File: src/verilog/ctdc_pkg.sv
// Constants, types and register map of the CAN transceiver digital control block
package ctdc_pkg;

    // ****************************************
    // Register offsets
    // ****************************************
    localparam logic [2:0] OFS_PORT_LINE_DATA = 3'h0;
    localparam logic [2:0] OFS_TRANSCEIVER_CONTROL = 3'h1;
    localparam logic [2:0] OFS_FACTORY_TEST_A = 3'h2;
    localparam logic [2:0] OFS_LINE_MONITOR_STATUS = 3'h3;
    localparam logic [2:0] OFS_FACTORY_TEST_B = 3'h4;
    localparam logic [2:0] OFS_FACTORY_TEST_C = 3'h5;
    localparam logic [2:0] OFS_FAULT_IRQ_ENABLE = 3'h6;
    localparam logic [2:0] OFS_FAULT_IRQ_FLAGS = 3'h7;

    // ****************************************
    // Field positions
    // ****************************************
    localparam int BIT_WAKE_RX_SAMPLE = 7;
    localparam int BIT_TX_LINE_OVERRIDE = 1;
    localparam int BIT_RX_LINE_SAMPLE = 0;
    localparam int BIT_TRANSCEIVER_ENABLE = 7;
    localparam int BIT_MIDPOINT_BIAS_ENABLE = 6;
    localparam int POS_WAKE_FILTER_SELECT = 4;
    localparam int POS_SLEW_RATE_SELECT = 0;
    localparam int BIT_TX_DOMINANT_TIMEOUT = 3;
    localparam int POS_VOLTAGE_MONITOR = 4;
    localparam logic [7:0] IRQ_ENABLE_MASK = 8'h19;
    localparam logic [7:0] IRQ_FLAGS_MASK = 8'hFB;

    // ****************************************
    // Codes and values after reset
    // ****************************************
    localparam logic [2:0] SLEW_RSVD_A = 3'h3;
    localparam logic [2:0] SLEW_RSVD_B = 3'h7;
    localparam logic [1:0] WAKE_OFF = 2'h0;
    localparam logic [1:0] WAKE_MASK_ONE = 2'h1;
    localparam logic [1:0] WAKE_MASK_TWO = 2'h3;
    localparam logic RST_TX_LINE_OVERRIDE = 1'b1;
    localparam logic [1:0] RST_WAKE_FILTER_SELECT = 2'h2;
    localparam logic [2:0] RST_SLEW_RATE_SELECT = 3'h0;
    localparam logic [7:0] RST_FACTORY_TEST = 8'h00;
    localparam logic [7:0] RST_IRQ = 8'h00;

    // ****************************************
    // Timing
    // ****************************************
    localparam int CLK_NS = 40;
    localparam int RECESSIVE_CLEAR_NS = 1000;
    localparam int TIMEOUT_NS = 500000;
    // Longer than 1 us: round up, then one more cycle to exceed it
    localparam int RECESSIVE_CLEAR_CYC = (RECESSIVE_CLEAR_NS + CLK_NS - 1) / CLK_NS + 1;
    localparam int TIMEOUT_CYC_DEF = (TIMEOUT_NS + CLK_NS - 1) / CLK_NS;

    // ****************************************
    // Types
    // ****************************************
    typedef enum logic [1:0] {
        CTDC_SHUTDOWN,
        CTDC_NORMAL,
        CTDC_STANDBY
    } ctdc_mode_e;

    typedef struct packed {
        logic [2:0] addr;
        logic [7:0] wrData;
        logic wr;
        logic rd;
    } ctdc_bus_req_s;

endpackage : ctdc_pkg

File: src/verilog/ctdc_sync2.sv
// Two-flop synchroniser for levels arriving from outside the clock domain
module ctdc_sync2 #(
    parameter int WIDTH = 1,
    parameter logic [WIDTH-1:0] RST_VAL = '1
) (
    input wire logic clock,
    input wire logic rstSync_n,
    input wire logic clkEn,
    input wire logic [WIDTH-1:0] asyncIn,
    output logic [WIDTH-1:0] syncOut
);
    import ctdc_pkg::*;

    if (WIDTH < 1) begin : g_bad_width
        $error("WIDTH must be at least 1");
    end

    logic [WIDTH-1:0] meta_r;

    // ****************************************
    // Synchroniser stages
    // ****************************************
    // First stage feeds only the second; reset value is each line's idle level
    always_ff @(posedge clock or negedge rstSync_n) begin
        if (!rstSync_n) begin
            meta_r <= RST_VAL;
            syncOut <= RST_VAL;
        end else if (clkEn) begin
            meta_r <= asyncIn;
            syncOut <= meta_r;
        end
    end

endmodule : ctdc_sync2

File: src/verilog/ctdc_top.sv
// CAN transceiver digital control: routing, mode, wake filter, registers
//
// Local design decision: strobed register access.
module ctdc_top #(
    parameter int TIMEOUT_CYC = ctdc_pkg::TIMEOUT_CYC_DEF
) (
    input wire logic clock,
    input wire logic rst_n,
    input wire logic clkEn,
    input wire ctdc_pkg::ctdc_bus_req_s regReq,
    output logic [7:0] regRdData,
    input wire logic controllerTxOut,
    input wire logic txRouteToReg,
    input wire logic rxRouteAlt,
    input wire logic specialMode,
    input wire logic cpuStopReq,
    input wire logic regulatorReducedPerformance,
    input wire logic precisionRxLevel,
    input wire logic wakeRxLevel,
    input wire logic [3:0] voltageMonitor,
    input wire logic [1:0] overCurrentMonitor,
    output logic txLineIn,
    output logic rxLineOut,
    output logic controllerRxIn,
    output ctdc_pkg::ctdc_mode_e transceiverMode,
    output logic midpointBiasDrive,
    output logic wakeRxEnable,
    output logic [2:0] slewRateSelect
);
    import ctdc_pkg::*;

    // ****************************************
    // Elaboration checks
    // ****************************************
    if (TIMEOUT_CYC < 2 || TIMEOUT_CYC > 65535) begin : g_bad_timeout
        $error("TIMEOUT_CYC must lie in 2..65535");
    end

    localparam logic [15:0] TO_LAST = 16'(TIMEOUT_CYC - 1);
    localparam logic [15:0] REC_LAST = 16'(RECESSIVE_CLEAR_CYC - 1);
    localparam logic [15:0] TO_CAP = 16'(TIMEOUT_CYC);

    logic rstMeta_r;
    logic rstSync;
    logic precSync;
    logic wakeSync;
    logic rpmSync;
    logic [3:0] vfSync;
    logic [1:0] ocSync;
    logic txOverride_r;
    logic enable_r;
    logic bias_r;
    logic [1:0] wakeSel_r;
    logic [7:0] factory_r [3];
    logic [7:0] irqEnable_r;
    logic [7:0] irqFlags_r;
    logic [7:0] irqSet;
    logic [7:0] irqClr;
    logic [15:0] domCnt_r;
    logic [15:0] recCnt_r;
    logic timeout_r;
    logic dtEvent;
    logic [3:0] vfPrev_r;
    logic [1:0] ocPrev_r;
    logic wakePrev_r;
    logic stopPrev_r;
    logic [1:0] maskCnt_r;
    logic suppress_r;
    logic maskHit;
    logic wakeFell;
    logic rxNxt;
    ctdc_mode_e modeNxt;
    logic [7:0] rdValue;
    logic wrPort;
    logic wrCtrl;
    logic wrIrqEn;
    logic wrFlags;

    // ****************************************
    // Reset release and input synchronisers
    // ****************************************
    // Reset asserts at once, releases after two edges
    always_ff @(posedge clock or negedge rst_n) begin
        if (!rst_n) begin
            rstMeta_r <= 1'b0;
            rstSync <= 1'b0;
        end else begin
            rstMeta_r <= 1'b1;
            rstSync <= rstMeta_r;
        end
    end

    // Receivers idle recessive, monitors idle clear: no false flag after reset
    ctdc_sync2 #(
        .WIDTH(9),
        .RST_VAL(9'h180)
    ) u_sync (
        .clock(clock),
        .rstSync_n(rstSync),
        .clkEn(clkEn),
        .asyncIn({precisionRxLevel, wakeRxLevel, regulatorReducedPerformance,
                  voltageMonitor, overCurrentMonitor}),
        .syncOut({precSync, wakeSync, rpmSync, vfSync, ocSync})
    );

    // ****************************************
    // Register write decode
    // ****************************************
    assign wrPort = regReq.wr && regReq.addr == OFS_PORT_LINE_DATA;
    assign wrCtrl = regReq.wr && regReq.addr == OFS_TRANSCEIVER_CONTROL;
    assign wrIrqEn = regReq.wr && regReq.addr == OFS_FAULT_IRQ_ENABLE;
    assign wrFlags = regReq.wr && regReq.addr == OFS_FAULT_IRQ_FLAGS;

    // Port data: only the transmit override bit is writable
    always_ff @(posedge clock or negedge rstSync) begin
        if (!rstSync) begin
            txOverride_r <= RST_TX_LINE_OVERRIDE;
        end else if (clkEn && wrPort) begin
            txOverride_r <= regReq.wrData[BIT_TX_LINE_OVERRIDE];
        end
    end

    // Control fields; enable can only be set, never cleared by software
    always_ff @(posedge clock or negedge rstSync) begin
        if (!rstSync) begin
            enable_r <= 1'b0;
            bias_r <= 1'b0;
            wakeSel_r <= RST_WAKE_FILTER_SELECT;
            slewRateSelect <= RST_SLEW_RATE_SELECT;
        end else if (clkEn && wrCtrl) begin
            enable_r <= enable_r | regReq.wrData[BIT_TRANSCEIVER_ENABLE];
            bias_r <= regReq.wrData[BIT_MIDPOINT_BIAS_ENABLE];
            wakeSel_r <= regReq.wrData[POS_WAKE_FILTER_SELECT +: 2];
            // Reserved slew codes are dropped so the driver never sees them
            if (regReq.wrData[POS_SLEW_RATE_SELECT +: 3] != SLEW_RSVD_A &&
                regReq.wrData[POS_SLEW_RATE_SELECT +: 3] != SLEW_RSVD_B) begin
                slewRateSelect <= regReq.wrData[POS_SLEW_RATE_SELECT +: 3];
            end
        end
    end

    // Factory test bytes: writes outside special mode are silently ignored
    always_ff @(posedge clock or negedge rstSync) begin
        if (!rstSync) begin
            factory_r[0] <= RST_FACTORY_TEST;
            factory_r[1] <= RST_FACTORY_TEST;
            factory_r[2] <= RST_FACTORY_TEST;
        end else if (clkEn && regReq.wr && specialMode) begin
            if (regReq.addr == OFS_FACTORY_TEST_A) begin
                factory_r[0] <= regReq.wrData;
            end
            if (regReq.addr == OFS_FACTORY_TEST_B) begin
                factory_r[1] <= regReq.wrData;
            end
            if (regReq.addr == OFS_FACTORY_TEST_C) begin
                factory_r[2] <= regReq.wrData;
            end
        end
    end

    // ****************************************
    // Transmit routing and dominant timeout
    // ****************************************
    // Low on the line input is dominant; override bit replaces controller
    always_ff @(posedge clock or negedge rstSync) begin
        if (!rstSync) begin
            txLineIn <= 1'b1;
        end else if (clkEn) begin
            txLineIn <= txRouteToReg ? txOverride_r : controllerTxOut;
        end
    end

    assign dtEvent = !txLineIn && domCnt_r == TO_LAST;

    // Counter parks one past the event so a stuck line raises the flag only once
    always_ff @(posedge clock or negedge rstSync) begin
        if (!rstSync) begin
            domCnt_r <= 16'h0000;
            recCnt_r <= 16'h0000;
            timeout_r <= 1'b0;
        end else if (clkEn) begin
            domCnt_r <= txLineIn ? 16'h0000 :
                        (domCnt_r == TO_CAP ? domCnt_r : domCnt_r + 16'h0001);
            recCnt_r <= (txLineIn && timeout_r) ? recCnt_r + 16'h0001 : 16'h0000;
            if (dtEvent) begin
                timeout_r <= 1'b1;
            end else if (txLineIn && recCnt_r == REC_LAST) begin
                timeout_r <= 1'b0;
            end
        end
    end

    // ****************************************
    // Mode and analog controls
    // ****************************************
    always_comb begin
        if (!enable_r) begin
            modeNxt = CTDC_SHUTDOWN;
        end else if (rpmSync) begin
            modeNxt = CTDC_STANDBY;
        end else begin
            modeNxt = CTDC_NORMAL;
        end
    end

    // Analog controls follow the mode in the same edge
    always_ff @(posedge clock or negedge rstSync) begin
        if (!rstSync) begin
            transceiverMode <= CTDC_SHUTDOWN;
            wakeRxEnable <= 1'b0;
            midpointBiasDrive <= 1'b0;
        end else if (clkEn) begin
            transceiverMode <= modeNxt;
            wakeRxEnable <= modeNxt != CTDC_SHUTDOWN && wakeSel_r != WAKE_OFF;
            midpointBiasDrive <= bias_r && modeNxt == CTDC_NORMAL;
        end
    end

    // ****************************************
    // Wake pulse filter
    // ****************************************
    assign wakeFell = wakePrev_r && !wakeSync;
    assign maskHit = wakeFell && maskCnt_r != 2'h0;

    // Armed at stop entry; each masked event holds output recessive to its end
    always_ff @(posedge clock or negedge rstSync) begin
        if (!rstSync) begin
            wakePrev_r <= 1'b1;
            stopPrev_r <= 1'b0;
            maskCnt_r <= 2'h0;
            suppress_r <= 1'b0;
        end else if (clkEn) begin
            wakePrev_r <= wakeSync;
            stopPrev_r <= cpuStopReq;
            if (cpuStopReq && !stopPrev_r) begin
                maskCnt_r <= wakeSel_r == WAKE_MASK_TWO ? 2'h2 :
                             (wakeSel_r == WAKE_MASK_ONE ? 2'h1 : 2'h0);
            end else if (maskHit && transceiverMode == CTDC_STANDBY) begin
                maskCnt_r <= maskCnt_r - 2'h1;
            end
            if (maskHit) begin
                suppress_r <= 1'b1;
            end else if (wakeSync) begin
                suppress_r <= 1'b0;
            end
        end
    end

    // ****************************************
    // Receive routing
    // ****************************************
    always_comb begin
        rxNxt = 1'b1;
        unique case (transceiverMode)
            CTDC_SHUTDOWN: rxNxt = 1'b1;
            CTDC_NORMAL: rxNxt = precSync;
            CTDC_STANDBY: rxNxt = (!wakeRxEnable || suppress_r || maskHit) ? 1'b1 : wakeSync;
        endcase
    end

    // Alternate routing parks the controller input recessive
    always_ff @(posedge clock or negedge rstSync) begin
        if (!rstSync) begin
            rxLineOut <= 1'b1;
            controllerRxIn <= 1'b1;
        end else if (clkEn) begin
            rxLineOut <= rxNxt;
            controllerRxIn <= rxRouteAlt ? 1'b1 : rxNxt;
        end
    end

    // ****************************************
    // Fault flags
    // ****************************************
    assign irqSet = {vfSync ^ vfPrev_r, dtEvent, 1'b0, ocSync & ~ocPrev_r};
    assign irqClr = wrFlags ? (regReq.wrData & IRQ_FLAGS_MASK) : 8'h00;

    // A new event in the clearing cycle survives the clear
    always_ff @(posedge clock or negedge rstSync) begin
        if (!rstSync) begin
            vfPrev_r <= 4'h0;
            ocPrev_r <= 2'h0;
            irqFlags_r <= RST_IRQ;
            irqEnable_r <= RST_IRQ;
        end else if (clkEn) begin
            vfPrev_r <= vfSync;
            ocPrev_r <= ocSync;
            irqFlags_r <= (irqFlags_r & ~irqClr) | irqSet;
            if (wrIrqEn) begin
                irqEnable_r <= regReq.wrData & IRQ_ENABLE_MASK;
            end
        end
    end

    // ****************************************
    // Register read
    // ****************************************
    always_comb begin
        rdValue = 8'h00;
        unique case (regReq.addr)
            OFS_PORT_LINE_DATA: rdValue = {wakeSync, 5'h00, txOverride_r, rxLineOut};
            OFS_TRANSCEIVER_CONTROL: rdValue = {enable_r, bias_r, wakeSel_r, 1'b0, slewRateSelect};
            OFS_FACTORY_TEST_A: rdValue = factory_r[0];
            OFS_LINE_MONITOR_STATUS: rdValue = {vfSync, timeout_r, 3'h0};
            OFS_FACTORY_TEST_B: rdValue = factory_r[1];
            OFS_FACTORY_TEST_C: rdValue = factory_r[2];
            OFS_FAULT_IRQ_ENABLE: rdValue = irqEnable_r;
            OFS_FAULT_IRQ_FLAGS: rdValue = irqFlags_r;
        endcase
    end

    // Data stands only in the cycle after the read strobe
    always_ff @(posedge clock or negedge rstSync) begin
        if (!rstSync) begin
            regRdData <= 8'h00;
        end else if (clkEn) begin
            regRdData <= regReq.rd ? rdValue : 8'h00;
        end
    end
endmodule : ctdc_top

File: config.mk
export PLATFORM = sky130hd
export DESIGN_NAME = ctdc_top
export DESIGN_NICKNAME = d
export VERILOG_FILES = /design/src/verilog/ctdc_pkg.sv /design/src/verilog/ctdc_sync2.sv /design/src/verilog/ctdc_top.sv
export SDC_FILE = /design/constraint.sdc
export NUM_CORES = 1
export LEC_CHECK = 0
export BUFFER_PORTS_ARGS = -buffer_cell sky130_fd_sc_hd__buf_4
export CAP_MARGIN = 20
export CORE_ASPECT_RATIO = 0.7
export CORE_MARGIN = 1.5
export CORE_UTILIZATION = 55
export DETAILED_ROUTE_END_ITERATION = 6
export GPL_ROUTABILITY_DRIVEN = 0
export GPL_TIMING_DRIVEN = 0
export PLACE_DENSITY = 0.85
export SYNTH_ARGS = -nofsm -noshare
export SYNTH_HDL_FRONTEND = slang
export SYNTH_HIERARCHICAL = 1
export SYNTH_SLANG_ARGS = --single-unit
File: constraint.sdc
create_clock -name clock -period 8.62 [get_ports clock]
set_clock_uncertainty 0.1 [all_clocks]
set_input_delay 1.724 -clock clock [delete_from_list [all_inputs] [get_ports clock]]
set_output_delay 1.724 -clock clock [all_outputs]
set_load 0.02 [all_outputs]
# [Yosys cells after proc, flatten, opt, wreduce, memory -nomap -nowiden]
# Cells that the tools add are included.
[op_classes] add_sub_neg=3 n_eq_ne=18 n_mux=20 bitwise=7 n_reduce_logical=41
[op_table] op="8-bit one-hot mux with 8 select lines" n=1
[op_table] op="16-bit two-way mux" n=3
[op_table] op="16-bit by 1-bit adder with 16-bit output, second input constant" n=2
[op_table] op="16-bit by 14-bit equality test with 1-bit output, second input constant" n=2
[op_table] op="1-bit logical AND" n=18
[op_table] op="2-bit AND reduction" n=9
[op_table] op="16-bit by 5-bit equality test with 1-bit output, second input constant" n=1
[op_table] op="8-bit two-way mux" n=2
[op_table] op="3-bit equality test, second input constant" n=4
[op_table] op="2-bit nonzero test" n=6
[op_table] op="2-bit two-way mux" n=5
[op_table] op="8-bit bitwise AND" n=1
[op_table] op="1-bit two-way mux" n=8
[op_table] op="8-bit inverter" n=1
[op_table] op="8-bit OR" n=1
[op_table] op="2-bit by 1-bit equality test with 1-bit output, second input constant" n=3
[op_table] op="3-bit by 2-bit equality test with 1-bit output, second input constant" n=2
[op_table] op="2-bit equality test, second input constant" n=2
[op_table] op="1-bit logical NOT" n=4
[op_table] op="4-bit XOR" n=1
[op_table] op="3-bit by 1-bit equality test with 1-bit output, second input constant" n=1
[op_table] op="3-bit logical NOT" n=1
[op_table] op="3-bit by 2-bit inequality test with 1-bit output, second input constant" n=1
[op_table] op="3-bit inequality test, second input constant" n=1
[op_table] op="other kinds (8)" n=9
[totals] ff_bits=122 inputBits=30 out_inout_bits=18 elab_cells=119

# [Depth between registers and ports, before layout]
# Gate-level depths: netlist of the first run.
[logic_depth] depth_word=7 mapped_depth=6 depth_no_buf=6

# [Modules after synthesis]
# The synthesis of the first run kept the hierarchy.
[modules_own_cells] mod="ctdc_top" n_inst=1 cells_per_inst=464 area_per_inst_um2=5041.1 seq_area_each_um2=2585.0
[modules_own_cells] mod="ctdc_sync2" n_inst=1 cells_per_inst=38 area_per_inst_um2=726.9 seq_area_each_um2=455.4

# [Least setup slack after synthesis of the first run]
# Ideal clock, no wire load.
[synth_path] kind="input-to-reg" start="input regReq[12] (netlist name)" end="register factory_r[10] (netlist name)" arrival_ps=2883 required_ps=8395 path_slack_ps=5512 cell_stages=5 path_cell_list="buf_2 nor2b_1 and4b_1 buf_2 mux2_2"
[synth_via] elab_chain_cells=2
[synth_lines] item="start, declared" line="ctdc_top.sv:10" text="input wire ctdc_pkg::ctdc_bus_req_s regReq,"
[synth_lines] item="3-bit equality test" line="ctdc_top.sv:152" text="if (regReq.addr == OFS_FACTORY_TEST_B) begin"
[synth_lines] item="2-bit AND reduction (no source line)"
[synth_lines] item="end, declared" line="ctdc_top.sv:54" text="logic [7:0] factory_r [3];"
# Every way passes these cells.
# A chain may end at the register's enable or synchronous reset.

# [Worst setup path after layout of the first run]
[layout_path] start="input regReq[12] (netlist name)" end="register factory_r[6] (netlist name)"
[layout_via] elab_chain_cells=2
[layout_lines] item="3-bit equality test" line="ctdc_top.sv:155" text="if (regReq.addr == OFS_FACTORY_TEST_C) begin"
[layout_lines] item="2-bit AND reduction (no source line)"
# Every way passes these cells.

==> metrics, run 1 <==
status finished, final reports clean; Final Cycle Share 0.395; slowest stage cell, crit path nand4_1; io pins 48; fin area 0.00691 mm²; Primary FF master, synth dfrtp_1; I/O Buffers 46; Die Width 125 µm; Routed Wire Length 13700 µm; clk sink count 121; ys async rst share 1.00; layout cell share with drive strength beyond 1 0.282; CTS resizes 0; CTS Buf Count 17; clock buffer depth 2; CTS tree done; Yosys cell types 59; TNS Setup 0 ns; vias in the first global route 4323; GR Overflow Total 0; Finished Core Util 0.672; clk_lat worst skew 0.42 ns; total of fill cells in the finished design 704; first-pass GRT wire length 21900 µm; CP peak stage delay 0.61 ns; antenna fix cells 0; Max Cap Viol 0; Least-Margin Pin Slew 0.804 ns; drt first pass iters 5; DR vias 4393; Cell Rows 31; Synth Warn # 6; Post-route DRC 0; placed cell areas 0.00631 mm²; CTS clk-pin slew, worst paths 0.05 ns; initial antenna violation count 0; EDFF count, synth 0; die area 0.0111 mm²; unrepaired setup endpoints after global routing no; dpl ws 4.87 ns; post-route setup slack 5.21 ns; PwrDens 244 mW/mm²; Crit Path Max Fanout 10; Seq/Total Area, Yosys 0.527; Synth Register Bits 121; H-tree level count 4; WP data arrival 3.60 ns; min Tclk post-route 3.41 ns; Slew HR 0.464; critical setup path kind in2reg; CTS Hold Buffers Added 0; clock root buffer clkbuf_16; cell count after synthesis 502; CP bufs+invs 2; worst-path cell chain buf_4 > buf_2 > nor2b_1 > nand4_1 > mux2_2; P&R area growth vs syn 19.7%; hold_ws 0.261 ns; core area 0.0103 mm²; detail-routed via count per cell 6.16; wire per inst 19.1 µm; Slew Limit Fails 0; final layout net count 605; Startpoint Class primary input; Die Height 88.7 µm; Initial Utilization 0.561; CP endpoint kind flop; # setup viols final 0; largest net degree at the start of global routing 61; DRT iter0 DRCs 499; synthesized cell area 0.00577 mm²; critical path's top delay family simple AND/OR/NAND/NOR gates; total power draw 1.68 mW; Final ANT Viol Nets 0; synthesized area per cell 11.5 µm²; Net Count, Synth 539; post-DP HPWL 9170 µm; leakage power 3.07 nW; total track usage 0.259; Peak Freq 294 MHz; final non-filler cell total 713; cell count after placement 681; maximum VDD drop 0.151 mV; post-CTS setup repair buffer count 0; Hold/Removal Path Class reg2reg; final hold violations 0; CP required 8.81 ns
==> path summary, 6_finish.rpt <==
| check | to | start | cells past startpoint | slack (ns) |
|---|---|---|---|---|
| setup / recovery | factory_r[6] | regReq[12] | 5 | 5.21 |
| hold / removal | rstSync | rstMeta_r | 0 | 0.26 |
| setup reg to reg | domCnt_r[0] | txLineIn | 5 | 6.59 |
| hold reg to reg | rstSync | rstMeta_r | 0 | 0.26 |
| max in group asynchronous | u_sync/syncOut[7] | rstSync | 1 | 7.30 |
| min in group asynchronous | u_sync/meta_r[6] | rstSync | 0 | 0.32 |
==> cell type report <==
| cell class | instances | area, µm² | share of cell area |
|---|---|---|---|
| clock buffer | 23 | 448 | 0.0649 |
| buffer | 25 | 130 | 0.0188 |
| sequential | 121 | 3040 | 0.441 |
| clock inverter | 9 | 148 | 0.0214 |
| inverter | 25 | 93.8 | 0.0136 |
| multi-input combinational | 331 | 2500 | 0.363 |
| timing repair buffer | 47 | 373 | 0.0540 |
| tap | 132 | 165 | 0.0239 |
==> cell families (layout without fill, tap and decap cells) <==
group,Yosys count,count (layout),share of synthesized area
flops,121,121,0.527
xor+xnor,20,20,0.0304
simple gates,150,150,0.142
fa+ha+maj,7,7,0.0152
buf+inv,50,129,0.0388
compound gates,79,79,0.0950
other cells,1,1,0.000650
mux,74,74,0.151
==> synthesized netlist by cell type, drive strengths merged, types with 4 or more instances <==
cell type / number / area [µm²]
o22ai: 6 / 37.5
mux2: 63 / 747
dfrtp: 111 / 2780
and4: 5 / 43.8
inv: 25 / 93.8
nand3: 17 / 103
a22o: 7 / 61.3
o211ai: 5 / 37.5
a21oi: 16 / 80.1
and3: 4 / 25.0
or3: 5 / 31.3
nor4: 6 / 37.5
ha: 7 / 87.6
dfstp: 10 / 263
and2: 4 / 25.0
xor2: 15 / 131
o21ai: 14 / 70.1
nor2: 31 / 116
nand2b: 7 / 43.8
nand4: 13 / 81.3
nor3: 5 / 25.0
nor2b: 8 / 50.1
buf: 17 / 100
xnor2: 5 / 43.8
nand2: 32 / 120
mux2i: 10 / 100
clkbuf: 8 / 30.0
o41ai: 4 / 35.0
==> where the power goes <==
group / internal (mW) / switching [mW] / total [mW]
sequential: 0.651 / 0.0689 / 0.720
combinational: 0.118 / 0.115 / 0.234
clock: 0.481 / 0.249 / 0.730
total: 1.25 / 0.433 / 1.68
==> registers in the layout (all words and copies together), names as in the netlist, 2 cells and up <==
name / count
u_sync/syncOut: 9
maskCnt_r: 2
transceiverMode: 2
ocPrev_r: 2
domCnt_r: 16
recCnt_r: 16
wakeSel_r: 2
irqEnable_r: 3
irqFlags_r: 7
factory_r: 24
u_sync/meta_r: 9
regRdData: 8
slewRateSelect: 3
vfPrev_r: 4
==> placed cells by master (no fill, tap or decap), types with 6 or more instances in the layout <==
master | Yosys | layout
nor2_1 | 31 | 31
nand3_1 | 15 | 15
dfrtp_1 | 111 | 110
mux2_4 | 10 | 10
buf_2 | 10 | 10
nand2_1 | 32 | 32
clkbuf_1 | 8 | 14
mux2_2 | 53 | 53
nor4_1 | 6 | 6
nor2b_1 | 8 | 8
inv_1 | 25 | 25
clkbuf_16 | 0 | 17
xor2_1 | 15 | 15
a22o_1 | 7 | 7
mux2i_1 | 10 | 10
o21ai_0 | 14 | 14
nand2b_1 | 7 | 7
a21oi_1 | 16 | 16
dfstp_2 | 10 | 10
nand4_1 | 13 | 13
o22ai_1 | 6 | 6
ha_1 | 7 | 7
buf_4 | 0 | 46
==> metal layers <==
metal / part of all wire / track usage
met4: 0.021 / 0.110
met5: 0 / 0
met3: 0.079 / 0.0653
met2: 0.47 / 0.405
met1: 0.43 / 0.351
Power figures use the tool's default switching activity.
==> run 2, diff against run 1 <==
- clock period: 8.62 -> 3.4 ns (I/O delays scaled with it)
==> run 2 against run 1 <==
Non-clock buffer count rose by 1. Combinational power rose to 2.5 times the previous value. Setup slack got worse by 4.2 ns. Largest cell class unchanged. Clock power rose to 2.6 times the previous value. Sequential share of layout area fell by 0.21 points. Highest routed layer unchanged. Register-to-register slack got worse by 5.3 ns. First-iteration DRC count fell by 7.8%. Global-route usage rose by 0.18 points.
==> metrics, run 2 (same netlist as run 1, synthesis figures left out) <==
Clk network pwr share 0.438 (+0.004); largest net degree at the start of global routing 73 (+20%); DR vias 4397 (+0.091%); Hold/Removal Path Class reg2reg; P&R area growth vs syn 20.3%; Hold Crit Start rstMeta_r; clock buffer depth 2 (unchanged); slowest stage cell, crit path nand4_1; CP peak stage delay 0.61 ns (about the same); worst reg-to-reg path cell count 5 (unchanged); Final Cycle Share 0.697; layout cell share with drive strength beyond 1 0.289 (+0.00639); max reg flops 24 (unchanged); io pins 48 (unchanged); Crit Path Max Fanout 10 (unchanged); status finished, final reports clean; DRT iter0 DRCs 460 (-7.8%); total of fill cells in the finished design 703 (-0.14%); clk_lat worst skew 0.42 ns (about the same); H-tree level count 4 (unchanged); Slew Limit Fails 0 (unchanged); clk sink count 121 (unchanged); Int Pwr 3.19 mW (+160%); Switch Pwr 1.10 mW (+150%); post-DP HPWL 9310 µm (+1.4%); vias in the first global route 4416 (+2.2%); worst r2r dst domCnt_r[7]; Crit Reg-Reg Startpoint txLineIn; Peak Freq 422 MHz; PwrDens 619 mW/mm² (+150%); WP data arrival 2.56 ns (-1.04 ns); CTS tree done; Startpoint Class primary input; Switching Fraction 0.257 (-0.000544); final hold violations 0 (unchanged); Reg power frac 0.424 (-0.004); maximum VDD drop 0.381 mV (+150%); clock root buffer clkbuf_16; die area 0.0111 mm² (unchanged); Final ANT Viol Nets 0 (unchanged); CP required 3.59 ns (-5.22 ns); Least-Margin Pin Slew 0.726 ns (-0.0784 ns); drt first pass iters 6 (+1); Met1 Routed Length 5960 µm (+1.2%); TNS Setup 0 ns (unchanged); GR Overflow Total 0 (unchanged); Post-route DRC 0 (unchanged); commonest cells after routing, fill and taps aside dfrtp_1 (110), mux2_2 (53), buf_4 (46), nand2_1 (32), nor2_1 (31); Finished Core Util 0.675 (+0.00329); Die Width 125 µm (unchanged); part of the power in combinational logic 0.138 (about the same); CTS Buf Count 17 (unchanged); unrepaired setup endpoints after global routing no; post-CTS setup repair buffer count 0 (unchanged); CP bufs+invs 2 (unchanged); # setup viols final 0 (unchanged); wire per inst 19.0 µm (-0.59%); Slew HR 0.516 (+0.0523); routed wl met2 6300 µm (-1.7%); Biggest register factory_r; biggest regs factory_r x24, domCnt_r x16, recCnt_r x16; critical setup path kind in2reg; critical path's top delay family simple AND/OR/NAND/NOR gates; leakage power 3.09 nW (+0.50%); final layout net count 606 (+0.17%); flop-to-flop setup slack 1.33 ns (-5.26 ns); I/O Buffers 46 (unchanged); core area 0.0103 mm² (unchanged); first-pass GRT wire length 22100 µm (+1.1%); Hold Path End rstSync; total track usage 0.261 (+0.00175); initial antenna violation count 0 (unchanged); antenna fix cells 0 (unchanged); detail-routed via count per cell 6.16 (about the same); worst hold stages 0 (unchanged); DR top layer met4; commonest non-fill, non-tap cell in the layout dfrtp_1; min Tclk post-route 2.37 ns; Cell Rows 31 (unchanged); CTS clk-pin slew, worst paths 0.05 ns (about the same); CP endpoint kind flop; Initial Utilization 0.561 (unchanged); Die Height 88.7 µm (unchanged); Routed Wire Length 13600 µm (-0.45%); worst-path cell chain buf_4 > buf_2 > nor2b_1 > nand4_1 > mux2_2; met3 WL post-DR 977 µm (-8.9%); Max Cap Viol 0 (unchanged)
run 2: cell types whose count changed in the layout (fill, tap and decap cells not counted), sizes merged:
cell         previous run  this run
clkbuf                 31        28
clkinv                  4         5
clkinvlp                1         2
dlygate4sd3             0         1
inv                    25        26
run 2: area by class of cell:
type | instances | area (µm²) | area share
Sequential cell | 121 | 3040 | 0.439
Multi-Input combinational cell | 331 | 2500 | 0.361
Clock buffer | 20 | 447 | 0.0644
Timing Repair Buffer | 48 | 383 | 0.0552
Clock inverter | 12 | 173 | 0.0249
Tap cell | 132 | 165 | 0.0238
Buffer | 25 | 130 | 0.0188
Inverter | 25 | 93.8 | 0.0135
run 2: how the worst max path moves through the flow:
| stage | from | end | slack (ns) | cells after the start |
|---|---|---|---|---|
| floorplan | rstSync | bias_r | 1.29 | 0 |
| global placement | rstSync | factory_r[2] | 0.68 | 0 |
| detailed placement | regReq[12] | factory_r[2] | 0.74 | 5 |
| CTS | regReq[12] | factory_r[2] | 1.13 | 5 |
| global route | regReq[12] | factory_r[0] | 1.02 | 5 |
| finish | regReq[12] | factory_r[2] | 1.03 | 5 |
run 2: what timing repair did:
item | CTS | global route
hold buffers | 1 | 0
gates resized for setup | 0 | 0
endpoints found under the hold margin | 2 | 0
run 2: metrics by stage:
step           cells  setup WS (ns)  power [mW]  hold slack (ns)  area (µm²)
2_1_floorplan    502           1.29        2.19            0.231        5770
3_3_place_gp     680          0.679        2.37            0.241        6280
3_5_place_dp     681          0.743        2.42            0.236        6310
4_1_cts          714           1.13        4.30            0.261        6940
5_1_grt          714           1.02        4.46            0.288        6940
6_report         714           1.03        4.30            0.255        6940
run 2: layer usage:
layer  vias up  global-route usage
met5         -                   0
met4         0               0.108
met3        42              0.0629
met2       220               0.414
li1       1951                   -
met1      2184               0.350
run 2: power by group through the flow:
stage               Clock (mW)  Combinational, mW  Sequential, mW
floorplan                    0              0.354            1.83
global placement             0              0.531            1.84
detailed placement           0              0.582            1.84
CTS                       1.89              0.592            1.82
global route              1.96              0.643            1.85
finish                    1.88              0.591            1.82
